`src/bcs_pkg.sv`:
```
// Shared constants for the bus-cycle and interrupt sequencer.
// Assumes a single 50 MHz system clock; no software-visible registers.
package bcs_pkg;

    localparam int          CLK_PERIOD_NS  = 20;
    localparam int          MIN_T_STATES   = 3;
    localparam logic [15:0] NMI_VECTOR     = 16'h0066;
    localparam logic [15:0] PC_RESET       = 16'h0000;
    // Serial delays counted in system clock periods
    localparam int          SER_DLY_MIN    = 5;
    localparam int          SER_DLY_MAX    = 9;
    localparam logic [3:0]  SER_DLY_CYC    = 4'h6;
    localparam int          SER_RATE_RATIO = 5;

    typedef enum logic [2:0] {
        BCS_T1 = 3'b000,
        BCS_T2 = 3'b001,
        BCS_TW = 3'b010,
        BCS_T3 = 3'b011,
        BCS_T4 = 3'b100
    } bcs_tstate_t;

    typedef enum logic [1:0] {
        BCS_CYC_FETCH = 2'b00,
        BCS_CYC_READ  = 2'b01,
        BCS_CYC_NMI   = 2'b10
    } bcs_cycle_t;

endpackage : bcs_pkg

```
`src/bcs_sequencer.sv`:
```
// Bus-cycle sequencer: machine cycles of T-states, wait insertion,
// opcode fetch with refresh, and non-maskable interrupt vectoring.
// Assumes memory answers synchronously and inputs are clock-synchronous.
`timescale 1ns/10ps
module bcs_sequencer #(
    parameter int          AUTO_WAITS = 0,
    parameter logic [6:0]  REFRESH_INIT = 7'h00
) (
    input  wire logic        clock,
    input  wire logic        rst_b,
    // Parallel bus
    output logic [15:0]      addr,
    output logic             addr_oe,
    input  wire logic [7:0]  data_in,
    output logic             memory_request_strobe_b,
    output logic             read_strobe_b,
    output logic             refresh_strobe_b,
    output logic             opcode_fetch_cycle_b,
    output logic             ctrl_oe,
    input  wire logic        wait_b,
    input  wire logic        nmi_b,
    input  wire logic        int_b,
    input  wire logic        int_enable,
    input  wire logic        bus_float_test_mode,
    // Core side
    input  wire logic        last_cycle,
    input  wire logic        data_read_req,
    input  wire logic [15:0] data_read_addr,
    input  wire logic        jump_valid,
    input  wire logic [15:0] jump_addr,
    output logic [7:0]       opcode,
    output logic             opcode_valid,
    output logic [7:0]       read_data,
    output logic             read_valid,
    output logic             nmi_taken,
    output logic             int_pending,
    output logic [15:0]      pc,
    // Serial channel event inputs and outputs
    input  wire logic        transmit_clock_in,
    input  wire logic        ser_ready_mode,
    input  wire logic        ser_tx_event,
    input  wire logic        ser_irq_ack,
    output logic             ser_wait_ready_b,
    output logic             ser_irq_b
);
    bcs_pkg::bcs_tstate_t t_q;
    bcs_pkg::bcs_tstate_t t_d;
    bcs_pkg::bcs_cycle_t  cyc_q;
    logic [15:0]          pc_q;
    logic [15:0]          addr_q;
    logic [6:0]           rfsh_q;
    logic [1:0]           auto_cnt_q;
    logic                 wait_smp_q;
    logic                 memory_request_strobe_fall_q;
    logic                 nmi_prev_q;
    logic                 nmi_latch_q;
    logic                 rfsh_memory_request_strobe_q;
    logic                 end_cycle;
    logic                 is_fetch;
    logic                 nmi_now;
    logic                 in_rfsh;
    logic                 read_end;

    // Decode helpers shared by sequencing and strobes
    assign is_fetch  = (cyc_q == bcs_pkg::BCS_CYC_FETCH) || (cyc_q == bcs_pkg::BCS_CYC_NMI);
    assign end_cycle = is_fetch ? (t_q == bcs_pkg::BCS_T4) : (t_q == bcs_pkg::BCS_T3);
    // Refresh window of fetch and acknowledge cycles
    assign in_rfsh   = is_fetch && (t_q == bcs_pkg::BCS_T3 || t_q == bcs_pkg::BCS_T4);
    assign read_end  = (t_q == bcs_pkg::BCS_T2 || t_q == bcs_pkg::BCS_TW) &&
                       (t_d == bcs_pkg::BCS_T3);
    // An edge seen in the deciding cycle itself counts as well
    assign nmi_now   = nmi_latch_q || (nmi_prev_q && !nmi_b);

    // Wait sampled on the falling clock edge inside T2 and waits
    always_ff @(negedge clock or negedge rst_b) begin
        if (!rst_b) begin
            wait_smp_q <= 1'b1;
        end else if (t_q == bcs_pkg::BCS_T2 || t_q == bcs_pkg::BCS_TW) begin
            wait_smp_q <= wait_b;
        end
    end

    // Strobe asserted on the falling edge after the address goes out
    always_ff @(negedge clock or negedge rst_b) begin
        if (!rst_b) begin
            memory_request_strobe_fall_q <= 1'b0;
        end else begin
            memory_request_strobe_fall_q <= (t_q == bcs_pkg::BCS_T1) || (t_q == bcs_pkg::BCS_T2) ||
                           (t_q == bcs_pkg::BCS_TW) ||
                           (!is_fetch && t_q == bcs_pkg::BCS_T3 && !end_cycle);
        end
    end

    // Refresh strobe runs mid T3 to mid T4, half a state behind its address
    always_ff @(negedge clock or negedge rst_b) begin
        if (!rst_b) begin
            rfsh_memory_request_strobe_q <= 1'b0;
        end else begin
            rfsh_memory_request_strobe_q <= is_fetch && t_q == bcs_pkg::BCS_T3;
        end
    end

    // T-state progression: T1, T2, waits, T3, then T4 for fetches
    always_comb begin
        t_d = t_q;
        case (t_q)
            bcs_pkg::BCS_T1: t_d = bcs_pkg::BCS_T2;
            // External wait and internal count both stretch the cycle
            bcs_pkg::BCS_T2, bcs_pkg::BCS_TW: begin
                if (!wait_smp_q || auto_cnt_q != 2'h0) begin
                    t_d = bcs_pkg::BCS_TW;
                end else begin
                    t_d = bcs_pkg::BCS_T3;
                end
            end
            bcs_pkg::BCS_T3: t_d = is_fetch ? bcs_pkg::BCS_T4 : bcs_pkg::BCS_T1;
            bcs_pkg::BCS_T4: t_d = bcs_pkg::BCS_T1;
            default:         t_d = bcs_pkg::BCS_T1;
        endcase
    end

    always_ff @(posedge clock or negedge rst_b) begin
        if (!rst_b) begin
            t_q <= bcs_pkg::BCS_T1;
        end else begin
            t_q <= t_d;
        end
    end

    // Automatic wait count, reloaded each first state
    always_ff @(posedge clock or negedge rst_b) begin
        if (!rst_b) begin
            auto_cnt_q <= 2'h0;
        end else if (t_q == bcs_pkg::BCS_T1) begin
            auto_cnt_q <= 2'(AUTO_WAITS);
        end else if (auto_cnt_q != 2'h0) begin
            auto_cnt_q <= auto_cnt_q - 2'h1;
        end
    end

    // NMI edge latched at the same sampling point as the maskable one
    always_ff @(posedge clock or negedge rst_b) begin
        if (!rst_b) begin
            nmi_prev_q  <= 1'b1;
            nmi_latch_q <= 1'b0;
        end else begin
            nmi_prev_q <= nmi_b;
            // Set wins over the clear so a late edge is not lost
            if (nmi_prev_q && !nmi_b) begin
                nmi_latch_q <= 1'b1;
            end else if (end_cycle && last_cycle) begin
                nmi_latch_q <= 1'b0;
            end
        end
    end

    always_ff @(posedge clock or negedge rst_b) begin
        if (!rst_b) begin
            int_pending <= 1'b0;
        end else if (end_cycle && last_cycle) begin
            // No enable gates the non-maskable path; it also masks INT
            int_pending <= !int_b && int_enable && !nmi_now;
        end else if (t_q == bcs_pkg::BCS_T1) begin
            int_pending <= 1'b0;
        end
    end

    // Cycle type and address chosen at each cycle boundary
    always_ff @(posedge clock or negedge rst_b) begin
        if (!rst_b) begin
            cyc_q  <= bcs_pkg::BCS_CYC_FETCH;
            addr_q <= bcs_pkg::PC_RESET;
        end else if (end_cycle) begin
            if (cyc_q == bcs_pkg::BCS_CYC_NMI) begin
                // Ack cycle is followed straight by the fetch at the vector,
                // whatever the core asks for; the old pc is stale here
                cyc_q  <= bcs_pkg::BCS_CYC_FETCH;
                addr_q <= bcs_pkg::NMI_VECTOR;
            end else if (last_cycle && nmi_now) begin
                cyc_q  <= bcs_pkg::BCS_CYC_NMI;
                addr_q <= pc_q;
            end else if (last_cycle) begin
                cyc_q  <= bcs_pkg::BCS_CYC_FETCH;
                addr_q <= jump_valid ? jump_addr : pc_q;
            end else if (data_read_req) begin
                cyc_q  <= bcs_pkg::BCS_CYC_READ;
                addr_q <= data_read_addr;
            end else begin
                cyc_q  <= bcs_pkg::BCS_CYC_FETCH;
                addr_q <= pc_q;
            end
        end
    end

    // Program counter advances past fetched bytes; NMI restarts it
    always_ff @(posedge clock or negedge rst_b) begin
        if (!rst_b) begin
            pc_q <= bcs_pkg::PC_RESET;
        // Counter follows the restart so the vector fetch advances from it
        end else if (t_q == bcs_pkg::BCS_T4 && cyc_q == bcs_pkg::BCS_CYC_NMI) begin
            pc_q <= bcs_pkg::NMI_VECTOR;
        end else if (t_q == bcs_pkg::BCS_T1 && cyc_q == bcs_pkg::BCS_CYC_FETCH) begin
            pc_q <= addr_q + 16'h0001;
        end
    end

    // Refresh address counts once per fetch
    always_ff @(posedge clock or negedge rst_b) begin
        if (!rst_b) begin
            rfsh_q <= REFRESH_INIT;
        end else if (is_fetch && t_q == bcs_pkg::BCS_T4) begin
            rfsh_q <= rfsh_q + 7'h01;
        end
    end

    // Data captured at the end of the read window
    always_ff @(posedge clock or negedge rst_b) begin
        if (!rst_b) begin
            opcode       <= 8'h00;
            opcode_valid <= 1'b0;
            read_data    <= 8'h00;
            read_valid   <= 1'b0;
            nmi_taken    <= 1'b0;
        end else begin
            opcode_valid <= 1'b0;
            read_valid   <= 1'b0;
            nmi_taken    <= 1'b0;
            if (read_end) begin
                case (cyc_q)
                    bcs_pkg::BCS_CYC_FETCH: begin
                        opcode       <= data_in;
                        opcode_valid <= 1'b1;
                    end
                    bcs_pkg::BCS_CYC_READ: begin
                        read_data  <= data_in;
                        read_valid <= 1'b1;
                    end
                    // Shaped like a fetch, but the byte goes nowhere
                    bcs_pkg::BCS_CYC_NMI: nmi_taken <= 1'b1;
                    default: ;
                endcase
            end
        end
    end

    always_comb begin
        addr = addr_q;
        if (in_rfsh) begin
            addr = {9'h000, rfsh_q};
        end
    end

    always_comb begin
        memory_request_strobe_b = ~memory_request_strobe_fall_q;
        // Read stays off through refresh so memory never drives then
        read_strobe_b    = ~(memory_request_strobe_fall_q && !in_rfsh);
        refresh_strobe_b = ~in_rfsh;
        if (in_rfsh) begin
            memory_request_strobe_b = ~rfsh_memory_request_strobe_q;
        end
        opcode_fetch_cycle_b = ~(is_fetch && t_q != bcs_pkg::BCS_T3
                                 && t_q != bcs_pkg::BCS_T4);
    end

    // Float mode releases the bus so an outside master sees the same timing
    assign addr_oe = ~bus_float_test_mode;
    assign ctrl_oe = ~bus_float_test_mode;
    assign pc      = pc_q;

    // Serial clock must be sampled, hence the rate limit
    bcs_ser_delay #(
        .DELAY (bcs_pkg::SER_DLY_CYC)
    ) u_ser_delay (
        .clock             (clock),
        .rst_b             (rst_b),
        .transmit_clock_in (transmit_clock_in),
        .ready_mode        (ser_ready_mode),
        .tx_event          (ser_tx_event),
        .wait_ready_b      (ser_wait_ready_b),
        .ser_irq_b         (ser_irq_b),
        .irq_ack           (ser_irq_ack)
    );

endmodule : bcs_sequencer

```
`src/bcs_ser_delay.sv`:
```
// Serial event delay: turns a transmit-clock falling edge into a delayed
// ready-low and interrupt request. Transmit clock is sampled synchronously.
`timescale 1ns/10ps
module bcs_ser_delay #(
    parameter logic [3:0] DELAY = bcs_pkg::SER_DLY_CYC
) (
    input  wire logic clock,
    input  wire logic rst_b,
    input  wire logic transmit_clock_in,
    input  wire logic ready_mode,
    input  wire logic tx_event,
    output logic      wait_ready_b,
    output logic      ser_irq_b,
    input  wire logic irq_ack
);
    logic       txc_prev_q;
    logic [3:0] cnt_q;
    logic       run_q;
    logic       pend_q;
    logic       fall;

    // Edge of the transmit clock, one cycle of detection latency
    assign fall = txc_prev_q & ~transmit_clock_in;

    always_ff @(posedge clock or negedge rst_b) begin
        if (!rst_b) begin
            txc_prev_q <= 1'b1;
        end else begin
            txc_prev_q <= transmit_clock_in;
        end
    end

    always_ff @(posedge clock or negedge rst_b) begin
        if (!rst_b) begin
            cnt_q  <= 4'h0;
            run_q  <= 1'b0;
            pend_q <= 1'b0;
        end else if (fall) begin
            cnt_q  <= 4'h1;
            run_q  <= 1'b1;
            pend_q <= tx_event;
        end else if (run_q) begin
            cnt_q <= cnt_q + 4'h1;
            if (cnt_q == DELAY) begin
                run_q <= 1'b0;
            end
        end
    end

    // Total latency from the falling edge lands inside 5..9 periods
    always_ff @(posedge clock or negedge rst_b) begin
        if (!rst_b) begin
            wait_ready_b <= 1'b1;
        end else if (run_q && cnt_q == DELAY) begin
            wait_ready_b <= ~ready_mode;
        end else if (!transmit_clock_in && !run_q) begin
            wait_ready_b <= wait_ready_b;
        end else begin
            wait_ready_b <= 1'b1;
        end
    end

    // Request holds until acknowledged; a new one wins over the ack
    always_ff @(posedge clock or negedge rst_b) begin
        if (!rst_b) begin
            ser_irq_b <= 1'b1;
        end else if (run_q && cnt_q == DELAY && pend_q) begin
            ser_irq_b <= 1'b0;
        end else if (irq_ack) begin
            ser_irq_b <= 1'b1;
        end
    end

endmodule : bcs_ser_delay

```
`config.mk`:
```
export PLATFORM = sky130hd
export DESIGN_NAME = bcs_sequencer
export DESIGN_NICKNAME = d
export VERILOG_FILES = /design/src/bcs_pkg.sv /design/src/bcs_sequencer.sv /design/src/bcs_ser_delay.sv
export SDC_FILE = /design/constraint.sdc
export NUM_CORES = 1
export LEC_CHECK = 0
export CORE_ASPECT_RATIO = 1.5
export CORE_MARGIN = 2
export CORE_UTILIZATION = 29
export DETAILED_ROUTE_END_ITERATION = 12
export DONT_BUFFER_PORTS = 1
export PLACE_DENSITY = 0.53
export SETUP_SLACK_MARGIN = 0.3
export SKIP_CTS_REPAIR_TIMING = 1
export SYNTH_ARGS = -nofsm -noshare
export SYNTH_HDL_FRONTEND = slang
export SYNTH_HIERARCHICAL = 1
export SYNTH_SLANG_ARGS = --single-unit
```
`constraint.sdc`:
```
create_clock -name clock -period 2.11 [get_ports clock]
set_input_delay 0.422 -clock clock [delete_from_list [all_inputs] [get_ports clock]]
set_output_delay 0.422 -clock clock [all_outputs]
set_load 0.02 [all_outputs]
```
# Yosys cells after proc, flatten, opt, wreduce, memory -nomap -nowiden

Cells that the tools add are included.

Equality and inequality tests: 11
Multiplexer cells: 38
Add/sub/neg operators: 4
Bitwise gates (word level): 9
Reductions and logical operators: 48

Operators with widths:

| operator                                                        | number |
|---|---|
| 16-bit two-way mux                                              | 8 |
| 1-bit two-way mux                                               | 22 |
| 1-bit logical AND                                               | 19 |
| 16-bit by 1-bit adder with 16-bit output, second input constant | 1 |
| 2-bit nonzero test                                              | 7 |
| 3-bit by 2-bit == test with 1-bit output, second input constant | 3 |
| 1-bit logical NOT                                               | 9 |
| 3-bit case mux with 3 select lines                              | 1 |
| 1-bit logical OR                                                | 8 |
| 2-bit two-way mux                                               | 4 |
| 4-bit two-way mux                                               | 2 |
| 1-bit inverter                                                  | 8 |
| 7-bit by 1-bit adder with 7-bit output, second input constant   | 1 |
| 4-bit by 1-bit adder with 4-bit output, second input constant   | 1 |
| 4-bit by 3-bit == test with 1-bit output, second input constant | 1 |
| 2-bit AND reduction                                             | 2 |
| 3-bit by 1-bit == test with 1-bit output, second input constant | 1 |
| 3-bit == test, second input constant                            | 1 |
| 3-bit logical NOT                                               | 1 |
| 3-bit two-way mux                                               | 1 |
| 3-bit by 2-bit != test with 1-bit output, second input constant | 1 |
| 3-bit != test, second input constant                            | 1 |
| 2-bit by 1-bit == test with 1-bit output, second input constant | 1 |
| 2-bit == test, second input constant                            | 1 |
| 5 further kinds                                                 | 5 |

Register bits: 80
Logic and storage cells: 133
Output and inout port bits: 60

# Longest topological paths before layout

Gate-level depths: netlist of run 1.

Depth after elaboration: 7
Mapped depth: 7
Gate-level depth less buffers: 5

# By module

The synthesis of run 1 kept the hierarchy.

Modules (own cells, without submodules):

| module        | instances | area each (sq um) | seq. area each (sq um) | cells an instance |
|---|---|---|---|---|
| bcs_sequencer | 1         | 3588.4            | 1779.2                 | 349 |
| bcs_ser_delay | 1         | 406.6             | 229.0                  | 33 |

==> results of run 1 <==
-- flip-flops by register name, indices dropped and copies added, names as in the netlist, 2 cells and up --
register           cells
addr_q                16
pc                    16
opcode                 8
read_data              8
rfsh_q                 7
u_ser_delay/cnt_q      4
t_q                    3
auto_cnt_q             2
cyc_q                  2
-- routing by layer --
metal  wire length (microns)  vias up  GRT usage (%)
met1                    4160     1469           16.5
met3                     789        7           5.77
met2                    5810       76           26.5
met5                      12        -              0
li1                        -     1402              -
met4                     112        2           3.90
-- final cells by class --
cell class                      count  area share [%]
Timing Repair inverter              1           0.126
Tap cell                          162            4.07
Multi-Input combinational cell    255            39.9
Sequential cell                    80            40.4
Inverter                           28            2.21
Antenna cell                        2           0.101
Clock buffer                       14            5.73
Clock inverter                      3           0.327
Timing Repair Buffer               39            7.11
-- cells by family (layout without fill, tap and decap cells) --
group / after synthesis / after routing / share of synthesized area (%)
XOR/XNOR: 25 / 25 / 5.67
AO/OA/AOI/OAI: 64 / 64 / 11.8
other: 0 / 2 / 0
flip-flops: 80 / 80 / 50.3
AND/OR/NAND/NOR: 133 / 133 / 17.8
multiplexers: 28 / 28 / 7.83
buffers and inverters: 47 / 85 / 5.07
adder cells (fa/ha/maj): 5 / 5 / 1.57
-- worst min path at each step --
stage | slack (ps) | endpoint | depth (start not counted) | start
after floorplan | 130 | addr_q[0] | 0 | rst_b
after global placement | 130 | int_pending | 0 | rst_b
after detailed placement | 130 | int_pending | 0 | rst_b
after CTS | -220 | addr_q[9] | 0 | rst_b
after global routing | -230 | int_pending | 0 | rst_b
final | -210 | pc[14] | 0 | rst_b
-- cells in the final DEF (no fill, tap or decap), types with 3 or more instances in the layout --
master,Yosys,final
inv_1,28,29
mux2_2,25,11
xnor2_1,15,15
nor2_4,0,3
nor4_1,6,6
dfrtp_1,73,71
ha_1,5,5
dfstp_2,5,5
a21oi_1,5,3
mux2_4,0,15
buf_6,1,13
clkbuf_16,0,10
o221a_2,14,14
o22a_1,4,4
o21ai_0,21,21
nand3_1,7,7
nor2_1,19,14
nand4_1,9,9
a31oi_1,3,3
nand2_1,50,47
and2_4,0,8
buf_4,3,25
nand2b_1,9,8
nor3_1,7,6
xor2_1,9,9
-- power by group through the flow --
stage	sequential, W	clock [W]	combinational [W]
after detailed placement	0.00326	0.00000593	0.00320
after CTS	0.00324	0.00158	0.00321
after floorplan	0.00300	0.00000593	0.00256
final	0.00321	0.00154	0.00359
after global placement	0.00324	0.00000593	0.00314
after global routing	0.00332	0.00165	0.00390
-- through the flow --
step,cells,TNS [ps],setup slack (ps)
after global routing,583,-12960,-518
after detailed placement,552,-6570,-452
after floorplan,382,-7860,-484
after CTS,568,-12680,-500
final,584,-10540,-469
after global placement,552,-6280,-430
-- worst max-delay path: stages, from the launching register on --
cell     delay [ps]
dfstp_2         540
nand2_4          70
nor4b_4         230
buf_6           180
mux2_2          340
==> impl_metrics.env, run 1 <==
export IMPL_status="complete, but fails checks"
export IMPL_violations="negative hold slack, negative setup slack"
export IMPL_fp_dieW_microns=99.8
export IMPL_area_growth_pct=24.6
export IMPL_synth_common_cells="dfrtp_1, nand2_1, inv_1, mux2_2, o21ai_0"
export IMPL_p_seq_share_pct=38.5
export IMPL_fin_area_sq_um=4980
export IMPL_synth_warnings=6
export IMPL_synth_distinct_cells=56
export IMPL_swShare_pct=41.6
export IMPL_async_flop_share_pct=100
export IMPL_r2r_start="wait_smp_q"
export IMPL_end_kind="register"
export IMPL_slew_headroom_pct=67.8
export IMPL_max_slew_worst_pin_slew_ps=481
export IMPL_setup_slack_ps=-469
export IMPL_grt_pass1_vias=3040
export IMPL_synth_top_cell_area_share_pct=45.7
export IMPL_placeableCoreArea_sq_um=13500
export IMPL_crit_path_max_fanout=9
export IMPL_r2r_slack_ps=-470
export IMPL_port_buffers=0
export IMPL_seq_area_frac_synth_pct=50.3
export IMPL_powerDensity_nw_per_um2=1680
export IMPL_start_util_pct=29.7
export IMPL_nFillCells=1352
export IMPL_drc_errors=0
export IMPL_place_area_sq_um=4450
export IMPL_setup_viol_count_final=38
export IMPL_synthTopCellsByArea="dfrtp_1, mux2_2, nand2_1, o221a_2, dfstp_2"
export IMPL_fin_nets=474
export IMPL_cp_required_ps=2320
export IMPL_drt_total_wl_microns=10900
export IMPL_critPathLaunchType="register"
export IMPL_drv_slew=0
export IMPL_yosysTopAreaCell="dfrtp_1"
export IMPL_clk_pin_slew_ps=60
export IMPL_postSynthCellCount=382
export IMPL_hold_ws_ps=-209
export IMPL_grt_max_degree=81
export IMPL_hold_violations=77
export IMPL_die_y_microns=148
export IMPL_p_leak_nw=2.17
export IMPL_synth_net_count=441
export IMPL_avgRoutedWirePerCell_microns=18.6
export IMPL_place_gp_congestion=0.730
export IMPL_p_total_w=0.00834
export IMPL_clock_skew_ps=54.5
export IMPL_reg2regPathDepth=4
export IMPL_power_switching_w=0.00347
export IMPL_dieArea_sq_um=14800
export IMPL_antenna_found_initial=3
export IMPL_cts_tree="built"
export IMPL_syn_area_sq_um=4000
export IMPL_ff_latch_area_sq_um=2010
export IMPL_vdd_drop_max_mv=0.662
export IMPL_path_class="reg2reg"
export IMPL_multi_input_area_sq_um=1990
export IMPL_grt_pass1_wl_microns=16800
export IMPL_vias=2956
export IMPL_root_buffer="clkbuf_16"
export IMPL_clock_sinks=80
export IMPL_avgViaCountPerCell=5.06
export IMPL_critPathArrivalTime_ps=2790
export IMPL_gr_usage_all_layers_pct=14.9
export IMPL_dp_hpwl_microns=7800
export IMPL_synth_seq_cells=80
export IMPL_rows=52
export IMPL_hold_class="in2async"
export IMPL_ant_nets=0
export IMPL_final_layout_size_suffix_gt1_share_pct=32.4
export IMPL_rsz0062_at_grt="yes"
export IMPL_drv_cap=0
export IMPL_cp_endpoint="opcode[6]"
export IMPL_critPathLaunch="wait_smp_q"
export IMPL_cts_made_buffers=9
export IMPL_synth_edf_count=0
export IMPL_htree_levels=3
export IMPL_avgSynthCellArea_sq_um=10.5
export IMPL_overflow=0
export IMPL_internal_power_w=0.00487
export IMPL_first_iter_violations=138
export IMPL_ys_flop_type="dfrtp_1"
export IMPL_dr_pass1_iters=4
export IMPL_yosysMostFrequentCell="dfrtp_1"
export IMPL_utilization_pct=37.0
export IMPL_ioPinCount=114
export IMPL_power_frac_comb_pct=43.0
export IMPL_clockBufferDepth=2
export IMPL_pwr_share_clk_pct=18.4
export IMPL_clock_latency_ps=380
export IMPL_worstReg2RegEnd="opcode[6]"
Note: power is estimated with default switching activity, not from simulation.
==> run 2, diff against run 1 <==
--- a/config.mk
+++ b/config.mk
@@ -5,12 +5,14 @@
 export SDC_FILE = /design/constraint.sdc
 export NUM_CORES = 1
 export LEC_CHECK = 0
+export CELL_PAD_IN_SITES_DETAIL_PLACEMENT = 0
+export CELL_PAD_IN_SITES_GLOBAL_PLACEMENT = 1
 export CORE_ASPECT_RATIO = 1.5
 export CORE_MARGIN = 2
 export CORE_UTILIZATION = 29
 export DETAILED_ROUTE_END_ITERATION = 12
 export DONT_BUFFER_PORTS = 1
-export PLACE_DENSITY = 0.53
+export PLACE_DENSITY = 0.62
 export SETUP_SLACK_MARGIN = 0.3
 export SKIP_CTS_REPAIR_TIMING = 1
 export SYNTH_ARGS = -nofsm -noshare
==> impl_metrics.env, run 2 (synthesis results as in run 1) <==
export IMPL_rows=52
export IMPL_dp_hpwl_microns=7820
export IMPL_avgRoutedWirePerCell_microns=18.8
export IMPL_final_common_cell="dfrtp_1"
export IMPL_hold_class="in2async"
export IMPL_clk_pin_slew_ps=60
export IMPL_end_kind="register"
export IMPL_place_gp_congestion=0.751
export IMPL_slew_headroom_pct=71.2
export IMPL_vias=2883
export IMPL_fp_dieW_microns=99.8
export IMPL_gr_usage_all_layers_pct=14.9
export IMPL_clock_sinks=80
export IMPL_drv_cap=0
export IMPL_avgViaCountPerCell=5.04
export IMPL_drv_slew=0
export IMPL_port_buffers=0
export IMPL_placeableCoreArea_sq_um=13500
export IMPL_area_growth_pct=21.0
export IMPL_critPathArrivalTime_ps=2810
export IMPL_cts_made_buffers=9
export IMPL_cts_tree="built"
export IMPL_swShare_pct=42.2
export IMPL_drc_errors=0
export IMPL_critPathLaunchType="register"
export IMPL_ant_nets=0
export IMPL_setup_slack_ps=-481
export IMPL_setup_viol_count_final=38
export IMPL_internal_power_w=0.00465
export IMPL_drt_total_wl_microns=10700
export IMPL_power_switching_w=0.00339
export IMPL_crit_path_max_fanout=9
export IMPL_place_area_sq_um=4450
export IMPL_vdd_drop_max_mv=0.626
export IMPL_clock_latency_ps=380
export IMPL_power_frac_comb_pct=41.0
export IMPL_hold_violations=75
export IMPL_root_buffer="clkbuf_16"
export IMPL_final_layout_size_suffix_gt1_share_pct=29.2
export IMPL_htree_levels=3
export IMPL_grt_pass1_wl_microns=16800
export IMPL_hold_ws_ps=-211
export IMPL_grt_max_degree=81
export IMPL_max_slew_worst_pin_slew_ps=432
export IMPL_path_class="reg2reg"
export IMPL_grt_pass1_vias=3086
export IMPL_violations="negative hold slack, negative setup slack"
export IMPL_cp_required_ps=2330
export IMPL_start_util_pct=29.7
export IMPL_die_y_microns=148
export IMPL_clock_skew_ps=52.9
export IMPL_overflow=0
export IMPL_status="complete, but fails checks"
export IMPL_first_iter_violations=109
export IMPL_fin_nets=462
export IMPL_p_seq_share_pct=40.1
export IMPL_dieArea_sq_um=14800
export IMPL_ioPinCount=114
export IMPL_fin_area_sq_um=4830
export IMPL_dr_pass1_iters=5
export IMPL_rsz0062_at_grt="yes"
export IMPL_pre_cts_ws_ps=-469
export IMPL_powerDensity_nw_per_um2=1660
export IMPL_p_leak_nw=2.08
export IMPL_pwr_share_clk_pct=18.9
export IMPL_antenna_found_initial=3
export IMPL_nFillCells=1351
export IMPL_final_cell_mix="dfrtp_1, nand2_1, inv_1, buf_4, o21ai_0"
export IMPL_clockBufferDepth=2
## run 2: layer usage
metal | up-vias | global-route usage [%] | wire (microns)
met1 | 1408 | 17.3 | 4250
li1 | 1380 | - | -
met4 | 2 | 4.79 | 134
met2 | 82 | 25.6 | 5650
met3 | 11 | 5.20 | 706
met5 | - | 0 | 11
## run 2: metrics by stage
step           TNS [ps]  std cells  total power (W)  util, %
2_1_floorplan     -7860        382          0.00557        -
3_3_place_gp      -6360        553          0.00640     33.1
3_5_place_dp      -6880        553          0.00646     33.1
4_1_cts          -13420        569          0.00802     35.2
5_1_grt          -14740        571          0.00858     35.9
6_report         -12150        572          0.00804     35.9
## run 2: cell type report
class / instances / area (sq um) / area share, %
antenna: 2 / 5.00 / 0.104
clock inverter: 4 / 46.3 / 0.958
timing repair buffer: 28 / 230 / 4.76
clock buffer: 13 / 240 / 4.97
multi-input combinational: 255 / 1990 / 41.2
tap: 162 / 203 / 4.19
inverter: 28 / 110 / 2.28
sequential: 80 / 2010 / 41.5
## run 2: worst max-delay path, stage by stage (launching register included)
cell	delay, ps
dfstp_2	540
nand2_4	70
nor4b_4	230
buf_6	190
mux2_2	340
## run 2: path summary, 6_finish.rpt
check / from / to / slack (ps) / depth (start not counted)
min in group clock: transmit_clock_in / u_ser_delay/txc_prev_q / 90 / 0
hold reg to reg: u_ser_delay/pend_q / u_ser_delay/ser_irq_b / 420 / 1
max in group asynchronous: rst_b / wait_smp_q / 1070 / 0
setup reg to reg: wait_smp_q / opcode[1] / -480 / 4
setup / recovery: wait_smp_q / opcode[1] / -480 / 4
hold / removal: rst_b / pc[14] / -210 / 0
## run 2: power by group through the flow
| stage | combinational (W) | clock, W | sequential, W |
|---|---|---|---|
| after global placement | 0.00315 | 0.00000593 | 0.00324 |
| after global routing | 0.00362 | 0.00163 | 0.00333 |
| after floorplan | 0.00256 | 0.00000593 | 0.00300 |
| after detailed placement | 0.00320 | 0.00000593 | 0.00326 |
| after CTS | 0.00321 | 0.00158 | 0.00323 |
| final | 0.00330 | 0.00152 | 0.00322 |
==> run 3, diff against run 2 <==
--- a/config.mk
+++ b/config.mk
@@ -12,10 +12,10 @@
 export CORE_UTILIZATION = 29
 export DETAILED_ROUTE_END_ITERATION = 12
 export DONT_BUFFER_PORTS = 1
+export GPL_ROUTABILITY_DRIVEN = 0
 export PLACE_DENSITY = 0.62
 export SETUP_SLACK_MARGIN = 0.3
 export SKIP_CTS_REPAIR_TIMING = 1
 export SYNTH_ARGS = -nofsm -noshare
 export SYNTH_HDL_FRONTEND = slang
-export SYNTH_HIERARCHICAL = 1
 export SYNTH_SLANG_ARGS = --single-unit
==> constraint.sdc (replaced) <==
create_clock -name clock -period 2.11 [get_ports clock]
set_input_delay 0.1055 -clock clock [delete_from_list [all_inputs] [get_ports clock]]
set_output_delay 0.1055 -clock clock [all_outputs]
set_load 0.02 [all_outputs]
==> impl_metrics.env, run 3 <==
export IMPL_cts_tree="built"
export IMPL_hold_class="in2async"
export IMPL_grt_max_degree=81
export IMPL_synth_seq_cells=80
export IMPL_hold_violations=78
export IMPL_yosysMostFrequentCell="dfrtp_1"
export IMPL_postSynthCellCount=370
export IMPL_port_buffers=0
export IMPL_ioPinCount=114
export IMPL_clock_sinks=80
export IMPL_powerDensity_nw_per_um2=1660
export IMPL_final_cell_mix="dfrtp_1, nand2_1, buf_4, inv_1, dlygate4sd3_1"
export IMPL_die_y_microns=147
export IMPL_critPathLaunch="wait_smp_q"
export IMPL_drv_cap=0
export IMPL_rows=52
export IMPL_dieArea_sq_um=14600
export IMPL_placeableCoreArea_sq_um=13400
export IMPL_status="complete, but fails checks"
export IMPL_rsz0062_at_grt="yes"
export IMPL_seq_area_frac_synth_pct=50.9
export IMPL_cp_endpoint="read_data[6]"
export IMPL_root_buffer="clkbuf_16"
export IMPL_async_flop_share_pct=100
export IMPL_area_growth_pct=29.7
export IMPL_fp_dieW_microns=99.2
export IMPL_overflow=0
export IMPL_avgRoutedWirePerCell_microns=19.6
export IMPL_pre_cts_ws_ps=-739
export IMPL_vdd_drop_max_mv=0.780
export IMPL_synth_net_count=429
export IMPL_gr_usage_all_layers_pct=14.9
export IMPL_ys_flop_type="dfrtp_1"
export IMPL_tns_ps=-12340
export IMPL_utilization_pct=38.2
export IMPL_drt_total_wl_microns=11400
export IMPL_avgSynthCellArea_sq_um=10.7
export IMPL_fin_nets=473
export IMPL_setup_slack_ps=-759
export IMPL_crit_path_max_fanout=9
export IMPL_syn_area_sq_um=3940
export IMPL_synth_distinct_cells=51
export IMPL_vias=3004
export IMPL_synth_warnings=0
export IMPL_dr_pass1_iters=4
export IMPL_crit_chain="nand2_1 > or3_4 > nor3b_2 > buf_6 > mux2_2"
export IMPL_cp_required_ps=2330
export IMPL_synth_common_cells="dfrtp_1, nand2_1, mux2_2, inv_1, xnor2_1"
export IMPL_critPathLaunchType="register"
export IMPL_path_class="reg2reg"
export IMPL_max_slew_worst_pin_slew_ps=447
export IMPL_grt_pass1_vias=3049
export IMPL_synth_top_cell_area_share_pct=46.3
export IMPL_p_total_w=0.00851
export IMPL_ant_nets=0
export IMPL_clk_pin_slew_ps=70
export IMPL_critPathArrivalTime_ps=3090
export IMPL_r2r_slack_ps=-760
export IMPL_worstReg2RegEnd="read_data[6]"
export IMPL_hold_ws_ps=-543
export IMPL_clockBufferDepth=2
export IMPL_final_common_cell="dfrtp_1"
export IMPL_synth_edf_count=0
export IMPL_drv_slew=0
export IMPL_diodes=0
export IMPL_synthTopCellsByArea="dfrtp_1, mux2_2, nand2_1, xnor2_1, dfstp_2"
export IMPL_start_util_pct=29.4
export IMPL_r2r_start="wait_smp_q"
export IMPL_htree_levels=3
export IMPL_slew_headroom_pct=70.0
export IMPL_drc_errors=0
export IMPL_final_layout_size_suffix_gt1_share_pct=28.9
export IMPL_dp_hpwl_microns=7840
export IMPL_reg2regPathDepth=5
export IMPL_end_kind="register"
export IMPL_slowest_stage="dfstp_2"
export IMPL_avgViaCountPerCell=5.17
export IMPL_setup_viol_count_final=24
export IMPL_p_leak_nw=2.17
export IMPL_grt_pass1_wl_microns=16800
export IMPL_cts_made_buffers=9
export IMPL_yosysTopAreaCell="dfrtp_1"
export IMPL_violations="negative hold slack, negative setup slack"
export IMPL_clock_latency_ps=390
export IMPL_critical_path_max_stage_delay_ps=510
export IMPL_first_iter_violations=102
export IMPL_clock_skew_ps=54.0
export IMPL_antenna_found_initial=0
==> run 3: routing by layer <==
metal | up-vias | global-route usage [%] | share of wire, %
met5 | - | 0 | 0
met1 | 1492 | 16.5 | 37
li1 | 1396 | - | -
met3 | 21 | 5.52 | 6.9
met4 | 0 | 4.93 | 2.7
met2 | 95 | 26.1 | 53
==> run 3: critical path, delay by kind of cell, from the launching register on <==
kind,cells,cell delay (ps)
flip-flops,1,510
AND/OR/NAND/NOR,3,610
buffers and inverters,1,170
multiplexers,1,340
==> run 3: logic make-up after synthesis <==
kind of cell    after synthesis  synth area share (%)
compound gates               61                  11.7
simple gates                128                  17.4
flops                        80                  50.9
buf+inv                      43                  4.89
mux                          28                  7.93
fa+ha+maj                     5                  1.59
xor+xnor                     25                  5.55
==> run 3: cell type report <==
type | instances | area, sq um
Clock inverter | 8 | 111
Fill cell | 1320 | 8290
Timing Repair Buffer | 55 | 552
Multi-Input combinational cell | 247 | 1940
Tap cell | 162 | 203
Inverter | 20 | 75.1
Clock buffer | 9 | 225
Sequential cell | 80 | 2010
==> run 3: through the flow <==
stage               std cells  area (sq um)
detailed placement        535          4260
floorplan                 370          3970
CTS                       551          4590
finish                    581          5120
global placement          535          4260
global route              581          5120
==> run 3: where the power goes <==
| part | internal [W] | switching [W] |
|---|---|---|
| clock network | 0.00106 | 0.000684 |
| registers | 0.00214 | 0.00102 |
| logic | 0.00178 | 0.00181 |
==> run 3: worst min-delay path by stage <==
stage               slack [ps]  cells after the start            to
floorplan                 -190                      0     addr_q[0]
global placement          -190                      0     opcode[6]
detailed placement        -190                      0  read_data[6]
CTS                       -550                      0  read_data[6]
global route              -560                      0  read_data[2]
finish                    -540                      0  read_data[6]
